[config.mk]
export PLATFORM = sky130hd
export DESIGN_NAME = rtw_timer
export DESIGN_NICKNAME = d
export VERILOG_FILES = /design/src/verilog/rtw_pkg.sv /design/src/verilog/rtw_timer.sv
export SDC_FILE = /design/constraint.sdc
export NUM_CORES = 1
export LEC_CHECK = 0
export BUFFER_PORTS_ARGS = -buffer_cell sky130_fd_sc_hd__buf_2
export CORE_MARGIN = 1.5
export CORE_UTILIZATION = 50
export CTS_CLUSTER_SIZE = 28
export DETAILED_ROUTE_END_ITERATION = 8
export MAX_ROUTING_LAYER = met4
export PLACE_DENSITY_LB_ADDON = 0.12
export SLEW_MARGIN = 20
export SYNTH_ARGS = -nofsm -noshare
export SYNTH_HDL_FRONTEND = slang
export SYNTH_SLANG_ARGS = --single-unit
[constraint.sdc]
create_clock -name core_clk -period 4.5 [get_ports core_clk]
set_input_delay 0.675 -clock core_clk [delete_from_list [all_inputs] [get_ports core_clk]]
set_output_delay 0.675 -clock core_clk [all_outputs]
set_load 0.005 [all_outputs]
[src/verilog/rtw_pkg.sv]
// Package for the timer/watchdog unit of a real-time clock.
// Assumes a 50 MHz core clock and a byte-wide internal register port.
package rtw_pkg;

  // ==========================================================================
  // Register map
  localparam logic [7:0] ADDR_CTRL      = 8'h09;
  localparam logic [7:0] ADDR_LIMIT     = 8'h12;
  localparam logic [7:0] ADDR_COUNT     = 8'h13;
  localparam logic [7:0] ADDR_SUB_LIMIT = 8'h14;

  // ==========================================================================
  // Control byte fields and reset values
  localparam int unsigned BIT_REPEAT = 7;
  localparam int unsigned BIT_RUN    = 6;
  localparam logic [7:0]  RST_BYTE   = 8'h00;
  localparam logic [7:0]  ZERO_BYTE  = 8'h00;
  localparam logic [7:0]  ONE_BYTE   = 8'h01;
  localparam logic [6:0]  SUB_ONE    = 7'h01;
  localparam logic [6:0]  SUB_MAX    = 7'h7f;

  // Default sub-timer limits per tick select
  localparam logic [6:0] DEF_SUB_4K   = 7'h29;  // 41
  localparam logic [6:0] DEF_SUB_100  = 7'h64;  // 100
  localparam logic [6:0] DEF_SUB_SEC  = 7'h3c;  // 60
  localparam logic [6:0] DEF_SUB_MIN  = 7'h3c;  // 60

  // ==========================================================================
  // Timing
  localparam int unsigned CLK_HZ      = 50_000_000;
  localparam int unsigned TICK4K_HZ   = 4_096;
  localparam int unsigned TICK100_HZ  = 100;
  localparam int unsigned PULSE_MS    = 210;
  localparam int unsigned DIV_4K      = CLK_HZ / TICK4K_HZ;
  localparam int unsigned DIV_100     = CLK_HZ / TICK100_HZ;
  localparam int unsigned SEC_PER_MIN = 60;
  localparam int unsigned PULSE_CYC   = (CLK_HZ / 1000) * PULSE_MS;

  // ==========================================================================
  // Enumerations
  typedef enum logic [1:0] {
    TICK_100HZ_4K, TICK_1S_100HZ, TICK_1M_1S, TICK_1H_1M
  } rtw_tick_e;

  typedef enum logic [1:0] {
    FN_COUNTDOWN, FN_ALARM_START, FN_WATCHDOG, FN_POWERFAIL
  } rtw_func_e;

  // Control byte layout
  typedef struct packed {
    logic      repeat_mode;
    logic      timer_run;
    rtw_func_e function_select;
    logic [1:0] zero_bits;
    rtw_tick_e tick_select;
  } rtw_ctrl_s;

endpackage : rtw_pkg

[src/verilog/rtw_timer.sv]
// Timer/watchdog unit: sub-timer prescaler stepping a main counter,
// with a second interrupt output in level or pulse form.
// Assumes a synchronous byte register port driven by the serial engine.
//
// Function
// - Tick 00: 100Hz main, 4kHz sub, limit 41
// - Tick 01: 1s main, 100Hz sub, limit 100
// - Tick 10: 1s sub, limit 60, minute steps
// - Tick 11: 1min sub, limit 60, hour steps
// - Zero sub limit uses tick default
// - Sub limit at most 127
// - Sub wrap steps main counter by one
// - Function 00 plain count-down
// - Function 01 counts down after alarm flag
// - Function 10 count-up watchdog, periodic interrupts
// - Function 11 counts up on battery
// - Run bit gates timer, clears at reset
// - Interrupt output shown only when enabled
// - Repeat mode: 210ms low pulse per expiry
// - Level mode holds low until flag cleared or run bit cleared
// - Limit register read-write, resets zero
// - Count register read-only
// - Sub limit write-only, reads zero
// - Sub count hidden from host
// - Control byte layout, bits 3:2 zero
// - Enable loads limit or one, sub one
// - Expiry sets flag, asserts interrupt
`timescale 1ns/100ps

module rtw_timer
(
  // Clock and reset
  input  wire logic       core_clk,
  input  wire logic       rst_n,
  // Register port
  input  wire logic       reg_wr,
  input  wire logic       reg_rd,
  input  wire logic [7:0] reg_addr,
  input  wire logic [7:0] reg_wdata,
  output logic      [7:0] reg_rdata,
  // Status and system inputs
  input  wire logic       alarm_status_flag,
  input  wire logic       on_battery,
  input  wire logic       clock_running,
  input  wire logic       second_interrupt_enable,
  input  wire logic       timer_status_clear,
  // Status and interrupt outputs
  output logic            timer_status_flag,
  output logic            second_interrupt_out_n
);

  // ==========================================================================
  // State
  rtw_pkg::rtw_ctrl_s ctrl, next_ctrl;          // Timer control byte
  logic [7:0]  timer_limit, next_timer_limit;   // Main limit
  logic [7:0]  timer_count_value, next_count;   // Main counter
  logic [6:0]  subtimer_limit, next_sub_limit;  // Written sub limit
  logic [6:0]  subtimer_count, next_sub_count;  // Hidden sub counter
  logic        status, next_status;             // Timer status flag
  logic        armed, next_armed;               // Counting cycle active
  logic        waiting, next_waiting;           // Expired in repeat mode, reload pending
  logic        irq_low, next_irq_low;           // Interrupt asserted
  logic [23:0] pulse_cnt, next_pulse_cnt;       // Pulse width counter
  logic [7:0]  rdata, next_rdata;               // Read data
  logic        run_q;                           // Run bit last cycle
  logic [19:0] div4k;                           // 4kHz divider
  logic [19:0] div100;                          // 100Hz divider
  logic [6:0]  sec_cnt, min_cnt;                // Second/minute prescalers
  logic        tick_4k, tick_100, tick_sec, tick_min;
  logic        expire;                          // Expiry in this cycle

  // ==========================================================================
  // Tick strobes from the timebase
  // Strobes are one cycle wide; second/minute stall while clock stopped
  always_ff @(posedge core_clk)
  begin
    if (!rst_n)
    begin
      div4k    <= '0;
      div100   <= '0;
      sec_cnt  <= '0;
      min_cnt  <= '0;
      tick_4k  <= 1'b0;
      tick_100 <= 1'b0;
      tick_sec <= 1'b0;
      tick_min <= 1'b0;
    end
    else
    begin
      tick_4k  <= (div4k == 20'(rtw_pkg::DIV_4K - 1));
      tick_100 <= (div100 == 20'(rtw_pkg::DIV_100 - 1));
      tick_sec <= 1'b0;
      tick_min <= 1'b0;
      div4k  <= (div4k == 20'(rtw_pkg::DIV_4K - 1)) ? '0 : div4k + 20'h1;
      div100 <= (div100 == 20'(rtw_pkg::DIV_100 - 1)) ? '0 :
                div100 + 20'h1;
      if (tick_100 && clock_running)
      begin
        if (sec_cnt == 7'(rtw_pkg::TICK100_HZ - 1))
        begin
          sec_cnt  <= '0;
          tick_sec <= 1'b1;
          if (min_cnt == 7'(rtw_pkg::SEC_PER_MIN - 1))
          begin
            min_cnt  <= '0;
            tick_min <= 1'b1;
          end
          else
            min_cnt <= min_cnt + 7'h1;
        end
        else
          sec_cnt <= sec_cnt + 7'h1;
      end
    end
  end

  // ==========================================================================
  // Selected tick and effective sub-timer limit
  logic       sub_tick;
  logic [6:0] eff_sub_limit;
  logic       counts_up;
  logic       gate_open;
  always_comb
  begin
    unique case (ctrl.tick_select)
      rtw_pkg::TICK_100HZ_4K:
      begin
        sub_tick      = tick_4k;
        eff_sub_limit = rtw_pkg::DEF_SUB_4K;
      end
      rtw_pkg::TICK_1S_100HZ:
      begin
        sub_tick      = tick_100;
        eff_sub_limit = rtw_pkg::DEF_SUB_100;
      end
      rtw_pkg::TICK_1M_1S:
      begin
        sub_tick      = tick_sec;
        eff_sub_limit = rtw_pkg::DEF_SUB_SEC;
      end
      rtw_pkg::TICK_1H_1M:
      begin
        sub_tick      = tick_min;
        eff_sub_limit = rtw_pkg::DEF_SUB_MIN;
      end
    endcase
    if (subtimer_limit != '0)
      eff_sub_limit = subtimer_limit;
    counts_up = ctrl.function_select[1];
    unique case (ctrl.function_select)
      rtw_pkg::FN_COUNTDOWN:   gate_open = 1'b1;
      rtw_pkg::FN_ALARM_START: gate_open = alarm_status_flag;
      rtw_pkg::FN_WATCHDOG:    gate_open = 1'b1;
      rtw_pkg::FN_POWERFAIL:   gate_open = on_battery;
    endcase
  end

  // ==========================================================================
  // Register file and timer next state
  always_comb
  begin
    next_ctrl        = ctrl;
    next_timer_limit = timer_limit;
    next_sub_limit   = subtimer_limit;
    next_count       = timer_count_value;
    next_sub_count   = subtimer_count;
    next_status      = status;
    next_armed       = armed;
    next_waiting     = waiting;
    next_irq_low     = irq_low;
    next_pulse_cnt   = pulse_cnt;
    next_rdata       = rdata;
    expire           = 1'b0;
    // Host writes
    if (reg_wr)
    begin
      unique case (reg_addr)
        rtw_pkg::ADDR_CTRL:
        begin
          next_ctrl           = rtw_pkg::rtw_ctrl_s'(reg_wdata);
          next_ctrl.zero_bits = 2'b00;
          // Repeat mode only changes while stopped or to turn it off
          if (ctrl.timer_run && reg_wdata[rtw_pkg::BIT_REPEAT])
            next_ctrl.repeat_mode = ctrl.repeat_mode;
        end
        rtw_pkg::ADDR_LIMIT: next_timer_limit = reg_wdata;
        rtw_pkg::ADDR_SUB_LIMIT:
          next_sub_limit = (reg_wdata[6:0] > rtw_pkg::SUB_MAX) ?
                           rtw_pkg::SUB_MAX : reg_wdata[6:0];
        default: ;                                   // Count is read-only
      endcase
    end
    // Host reads
    if (reg_rd)
    begin
      unique case (reg_addr)
        rtw_pkg::ADDR_CTRL:  next_rdata = 8'(ctrl);
        rtw_pkg::ADDR_LIMIT: next_rdata = timer_limit;
        rtw_pkg::ADDR_COUNT: next_rdata = timer_count_value;
        default:             next_rdata = rtw_pkg::ZERO_BYTE;
      endcase
    end
    // Enable edge loads counters
    if (ctrl.timer_run && !run_q)
    begin
      next_count     = counts_up ? rtw_pkg::ONE_BYTE : timer_limit;
      next_sub_count = rtw_pkg::SUB_ONE;
      next_armed     = 1'b1;
      next_waiting   = 1'b0;
    end
    else if (!ctrl.timer_run)
    begin
      // Stopped: counters at defaults, interrupt released
      next_count     = rtw_pkg::ZERO_BYTE;
      next_sub_count = rtw_pkg::SUB_ONE;
      next_armed     = 1'b0;
      next_waiting   = 1'b0;
      next_irq_low   = 1'b0;
    end
    else if (sub_tick && gate_open && (armed || ctrl.repeat_mode))
    begin
      if (subtimer_count >= eff_sub_limit)
      begin
        next_sub_count = rtw_pkg::SUB_ONE;
        if (waiting)
        begin
          // Periodic mode: restart count cycle at the first sub wrap after expiry
          next_waiting = 1'b0;
          next_count   = counts_up ? rtw_pkg::ONE_BYTE : timer_limit;
        end
        else
        begin
          next_count = counts_up ? timer_count_value + 8'h1 :
                       timer_count_value - 8'h1;
          if (counts_up ? (next_count == timer_limit) :
                          (next_count == rtw_pkg::ZERO_BYTE))
          begin
            expire         = 1'b1;
            next_status    = 1'b1;
            next_irq_low   = 1'b1;
            next_pulse_cnt = '0;
            next_waiting   = ctrl.repeat_mode;
            next_armed     = ctrl.repeat_mode;       // Single event stops
          end
        end
      end
      else
        next_sub_count = subtimer_count + 7'h1;
    end
    // Pulse mode: fixed low width
    if (ctrl.repeat_mode && irq_low && ctrl.timer_run)
    begin
      next_pulse_cnt = pulse_cnt + 24'h1;
      if (pulse_cnt == 24'(rtw_pkg::PULSE_CYC - 1))
        next_irq_low = 1'b0;
    end
    // Status clear: a new expiry in this cycle wins
    if (timer_status_clear && !expire)
    begin
      next_status = 1'b0;
      if (ctrl.timer_run)
      begin
        next_irq_low   = 1'b0;
        next_armed     = 1'b1;
        next_waiting   = 1'b0;
        next_count     = counts_up ? rtw_pkg::ONE_BYTE : timer_limit;
        next_sub_count = rtw_pkg::SUB_ONE;
      end
    end
  end

  // ==========================================================================
  // Registers
  always_ff @(posedge core_clk)
  begin
    if (!rst_n)
    begin
      ctrl                   <= rtw_pkg::rtw_ctrl_s'(rtw_pkg::RST_BYTE);
      timer_limit            <= rtw_pkg::RST_BYTE;
      subtimer_limit         <= '0;
      timer_count_value      <= rtw_pkg::RST_BYTE;
      subtimer_count         <= rtw_pkg::SUB_ONE;
      status                 <= 1'b0;
      armed                  <= 1'b0;
      waiting                <= 1'b0;
      irq_low                <= 1'b0;
      pulse_cnt              <= '0;
      rdata                  <= rtw_pkg::ZERO_BYTE;
      run_q                  <= 1'b0;
      reg_rdata              <= rtw_pkg::ZERO_BYTE;
      timer_status_flag      <= 1'b0;
      second_interrupt_out_n <= 1'b1;
    end
    else
    begin
      ctrl                   <= next_ctrl;
      timer_limit            <= next_timer_limit;
      subtimer_limit         <= next_sub_limit;
      timer_count_value      <= next_count;
      subtimer_count         <= next_sub_count;
      status                 <= next_status;
      armed                  <= next_armed;
      waiting                <= next_waiting;
      irq_low                <= next_irq_low;
      pulse_cnt              <= next_pulse_cnt;
      rdata                  <= next_rdata;
      run_q                  <= ctrl.timer_run;
      reg_rdata              <= next_rdata;
      timer_status_flag      <= next_status;
      second_interrupt_out_n <= !(next_irq_low &&
                                  second_interrupt_enable);
    end
  end

endmodule : rtw_timer
# Word-level counts from Yosys, hierarchy flattened
# Index checks and enable logic that the tools add are counted.
# word_totals
ff_bits,132
latchBits,0
ramBits,0
rom_bits,0
inputBits,25
output_inout_bits,10
wordCells,156
n_memories,0
# op_classes
addsub,8
multipliers,0
div_mod_pow,0
magnitude_cmp,2
eq_ne,18
shifts,0
muxes,65
bitwise_logic,4
n_reduce_logical,35
# ops
op,n
two-way mux 24 bit,7
two-way mux 8 bit,9
two-way mux 7 bit,10
"adder 20 x 1 -> 20 bit, second input constant",2
two-way mux 1 bit,35
"adder 24 x 1 -> 24 bit, second input constant",1
"equality test 24 bit, second input constant",1
"equality test 8 x 5 -> 1 bit, second input constant",3
one-hot mux 8 bit (3 select lines),1
"adder 7 x 1 -> 7 bit, second input constant",3
one-hot mux 7 bit (3 select lines),1
"equality test 20 x 14 -> 1 bit, second input constant",1
"equality test 20 x 19 -> 1 bit, second input constant",1
AND reduction 6 bit,2
AND reduction 2 bit,5
OR reduction 2 bit,5
logical AND 1 bit,9
"adder 8 x 1 -> 8 bit, second input constant",1
"equality test 2 bit, second input constant",4
"equality test 8 x 4 -> 1 bit, second input constant",1
equality test 8 bit,1
logical NOT 8 bit,1
nonzero test 2 bit,4
"subtractor 8 x 1 -> 8 bit, second input constant",1
14 further kinds,23

# Longest topological paths before layout
# depth
depth_word,16
mapped_depth,13
mapped_depth_nobuf,12

# Least setup slack after synthesis
# No wires, ideal clock.
# synth_path
kind,register to register
start,register subtimer_limit[3]
end,register timer_count_value[6]
setup_time_ps,144
arrival_ps,3115
path_slack_ps,1242
stages_incl_launch_ff,12
path_buffers,0
period_less_slack_ps,3258
path_cell_list,dfxtp_1 or4_1 nor4_1 nor2_1 ha_1 a2111oi_0 o21ai_0 nand2_1 nand3_1 o221a_2 o21ai_1 a31oi_1
# synth_between
elab_chain_len,10
elab_cells_between_ends,15
classes_between,order compare (1); mux (11); reduce/logical (3)
# synth_lines
element,line_no,rtl
from (decl),rtw_timer.sv:57,"logic [6:0] subtimer_limit, next_sub_limit;"
from (signal assigned),rtw_timer.sv:298,subtimer_limit <= next_sub_limit;
nonzero test 7 bit,rtw_timer.sv:147,if (subtimer_limit != '0)
two-way mux 7 bit (*),rtw_timer.sv:147,
>= comparator 7 bit (*),rtw_timer.sv:222,if (subtimer_count >= eff_sub_limit)
two-way mux 1 bit,rtw_timer.sv:222,
two-way mux 1 bit,rtw_timer.sv:220,else if (sub_tick && gate_open && (armed || ctrl.repeat_mode))
two-way mux 1 bit,rtw_timer.sv:211,else if (!ctrl.timer_run)
two-way mux 1 bit,rtw_timer.sv:204,if (ctrl.timer_run && !run_q)
logical NOT 1 bit,rtw_timer.sv:258,if (timer_status_clear && !expire)
logical AND 1 bit,rtw_timer.sv:258,
two-way mux 8 bit (*),rtw_timer.sv:258,
to (signal assigned),rtw_timer.sv:281,timer_count_value <= rtw_pkg::RST_BYTE;
to (signal assigned),rtw_timer.sv:299,timer_count_value <= next_count;
to (decl),rtw_timer.sv:56,"logic [7:0] timer_count_value, next_count;"
# Mark *: on every way between the ends. The rest lies on a longest branch, timed or not.
# A chain may end at the register's enable or synchronous reset.

# Worst setup path in the final report
# layout_path
start,register subtimer_limit[3]
end,register timer_count_value[1]
# The elaborated chain is that of the path after synthesis.

==> metrics.txt <==
Post-synth top cells=132 x dfxtp_1, 113 x nor2_1, 63 x nand2_1; via/cell ratio=between 5 and 6; Mean Syn Cell Area=8.65 um^2; Cell Area, Placed=6980 um^2; CTS buffer count=17; CP startpoint kind=flip-flop; Final ANT Viol Nets=0; Post-Syn Nets=815; CTS root buf=clkbuf_16; Setup TNS=0 ns; HP Start=second_interrupt_enable; vias=just under 6k; WP data arrival=4.38 ns; VDD IR max=between 0.0002 and 0.0003 V; ys flop type=dfxtp_1; reg2reg path depth=10; Setup Viol. Count Final=0; Pre-antenna DRT Iters=7; hpwl dp=10.9 mm; synth warn=0; Skew-Pair Late Insertion Delay=0.42 ns; residual DRC count=0; origin of the worst setup path=subtimer_limit[3]; post-synthesis sequential area ratio=39.8%; # H-tree levels=4; crit-path max FO=7; Cell Chain, Critical Path=or4_1 > nor4_1 > nor2_1 > ha_1 > a2111oi_0 > o21ai_0 > a31oi_1 > o221a_2 > o21ai_1 > a31oi_1; Post-Route WL=roughly 15 mm; Synth top area share=39.8%; Worst-path clk slew=0.06 ns; io pins=35; die area=between 10000 and 15000 um^2; synthesized flop and latch total=132; Congestion Overflow GR=0; fill count=1111; # port buffers=34; Area growth syn-to-layout=14.2%; max cap viols=0; initial core utilization=52.0%; crit-path most repeated cell=a31oi_1; Gate Count Post-Synth=768; share of cells above drive strength 1=about an eighth; Post-CTS Resized=0; number of global-route vias before repair=5560; post-synthesis cell area=6650 um^2; RR Startpoint=subtimer_limit[3]; largest net degree at the start of global routing=46; WL/cell=around 15 um; most common cell in the synthesized netlist=dfxtp_1; CP Buf/Inv Count=0; final hold vios=0; RSZ-0062 raised after global routing=no; CORE AREA=12800 um^2; Hold Crit Class=input pin to flip-flop; stages on the worst setup path=10; post-route cell area=7590 um^2; slowest CP cell=nor4_1; max-slew violation count=0; PwrDens=between 300 and 400 nW/um^2; CTS hold repair buffers=0; Clock Skew=0.00886 ns; crit-path leading delay family=compound AO/OA/AOI/OAI gates; Yosys cell types=slightly above 70; ant diodes=0; hold depth=2; Worst Tran Pin Value=approximately 0.93 ns; status=completed; fraction of registers with async set/reset=0%; Die Y=118 um; row count=41; total track usage=22.9%; GPL Wtd Cong=between 0.8 and 0.9; type of element capturing the critical path=flip-flop; Post-CTS Setup Repair Bufs=0; top post-synthesis cells by area=dfxtp_1 40%, nor2_1 6.4%, xor2_1 5.1%, mux2i_1 4.2%, ha_1 4.0%; # clock sinks=about 130; Setup CP Type=flip-flop to flip-flop; # nets final=851; initial antenna violation count=0; clock buffer depth=2; Lkg Pwr=2.85 nW; initial DRC count=428; CTS tree=built; f_max=248 MHz; Worst EP required=4.84 ns; final critical-path required period=between 4 and 5 ns; max_slew headroom=37.7%; first-pass GRT wire length=~26 mm; Tcrit/Tclk final=89.7%; die extent in x=118 um; Critical Path Max Stage Delay=0.66 ns; leading area contributor after synthesis=dfxtp_1; number of synthesized flops with an enable pin=0
## flip-flops by register name, summed over array words and instances, names as in the netlist, 5 cells and up
signal             cells
subtimer_limit         7
rdata                  8
min_cnt                7
div4k                 20
pulse_cnt             24
subtimer_count         7
timer_limit            8
timer_count_value      8
div100                20
ctrl                   5
sec_cnt                7
## path summary, 6_finish.rpt
check,endpoint,slack (ns)
worst max register to register,timer_count_value[1],0.46
worst min-delay path,second_interrupt_out_n,0.41
worst min register to register,div100[0],0.46
worst max-delay path,timer_count_value[1],0.46
## cell families (layout without fill, tap and decap cells)
| kind of cell | count (synthesis) | after routing | synth area share [%] |
|---|---|---|---|
| fa+ha+maj | 22 | 22 | 4.26 |
| flops | 132 | 132 | 39.8 |
| buf+inv | 45 | 94 | 2.67 |
| xor+xnor | 65 | 65 | 8.79 |
| simple gates | 323 | 323 | 23.9 |
| mux | 30 | 30 | 4.73 |
| compound gates | 151 | 151 | 15.9 |
## cell type report
cell class	instances	area (um^2)	share of cell area, %
Clock buffer	20	457	6.02
Clock inverter	12	153	2.01
Inverter	25	93.8	1.24
Multi-Input combinational cell	591	3830	50.5
Sequential cell	132	2640	34.8
Tap cell	172	215	2.84
Timing Repair Buffer	37	193	2.54
## power by group
group | switching (W) | internal (W)
sequential | 0.00000615 | 0.00118
combinational | 0.0000439 | 0.0000244
clock | 0.000521 | 0.000900
## worst reg2reg max path: cells and delay by family (launching register included)
kind                     cells  cell delay (ns)
AO/OA/AOI/OAI                6             2.05
AND/OR/NAND/NOR              3             1.28
adder cells (fa/ha/maj)      1             0.32
flip-flops                   1             0.31
## metal layers
layer	track usage [%]	part of all wire [%]	wire, um
met1	27.0	44	6710
met2	37.9	48	7360
met3	3.96	4.4	674
met4	11.1	3.0	462
met5	-	0	0
## cells in the final DEF (no fill, tap or decap), types with 3 or more instances in the layout
| cell type | Yosys | layout |
|---|---|---|
| nor2b_1 | 6 | 6 |
| nand2_1 | 63 | 63 |
| a211oi_1 | 3 | 3 |
| inv_1 | 24 | 24 |
| nor3_1 | 14 | 14 |
| a311oi_1 | 9 | 9 |
| or3_1 | 8 | 8 |
| nor4_1 | 8 | 8 |
| xor2_1 | 39 | 39 |
| and2_1 | 7 | 7 |
| nand3_1 | 43 | 43 |
| a21oi_1 | 35 | 35 |
| a21o_1 | 6 | 6 |
| or2_2 | 3 | 3 |
| a31oi_1 | 13 | 13 |
| clkinv_2 | 0 | 3 |
| and3_1 | 16 | 16 |
| o21a_1 | 8 | 8 |
| o21ai_2 | 4 | 4 |
| o221a_2 | 7 | 7 |
| buf_4 | 0 | 3 |
| nand2b_1 | 3 | 3 |
| bufinv_16 | 0 | 3 |
| o21ai_1 | 6 | 6 |
| dfxtp_1 | 132 | 132 |
| o221a_1 | 3 | 3 |
| ha_1 | 21 | 21 |
| o21ai_0 | 26 | 26 |
| buf_2 | 1 | 34 |
| o211ai_1 | 7 | 7 |
| mux2i_1 | 28 | 28 |
| nand4_1 | 17 | 17 |
| clkinvlp_4 | 0 | 4 |
| clkbuf_16 | 0 | 17 |
| nor4b_1 | 5 | 5 |
| xnor2_1 | 25 | 25 |
| nor2_1 | 113 | 113 |
| or4_1 | 3 | 3 |
## through the flow
| step | std cells | worst slack [ns] | util [%] | hold slack, ns | total power, W |
|---|---|---|---|---|---|
| 2_1_floorplan | 768 | 1.24 | - | 0.430 | 0.00125 |
| 5_1_grt | 989 | 0.0620 | 59.4 | 0.398 | 0.00275 |
| 3_3_place_gp | 957 | 0.862 | 54.6 | 0.444 | 0.00127 |
| 3_5_place_dp | 957 | 0.567 | 54.6 | 0.448 | 0.00128 |
| 4_1_cts | 989 | 0.546 | 59.4 | 0.400 | 0.00269 |
| 6_report | 989 | 0.462 | 59.4 | 0.408 | 0.00267 |
Note: power is estimated with default switching activity, not from simulation.
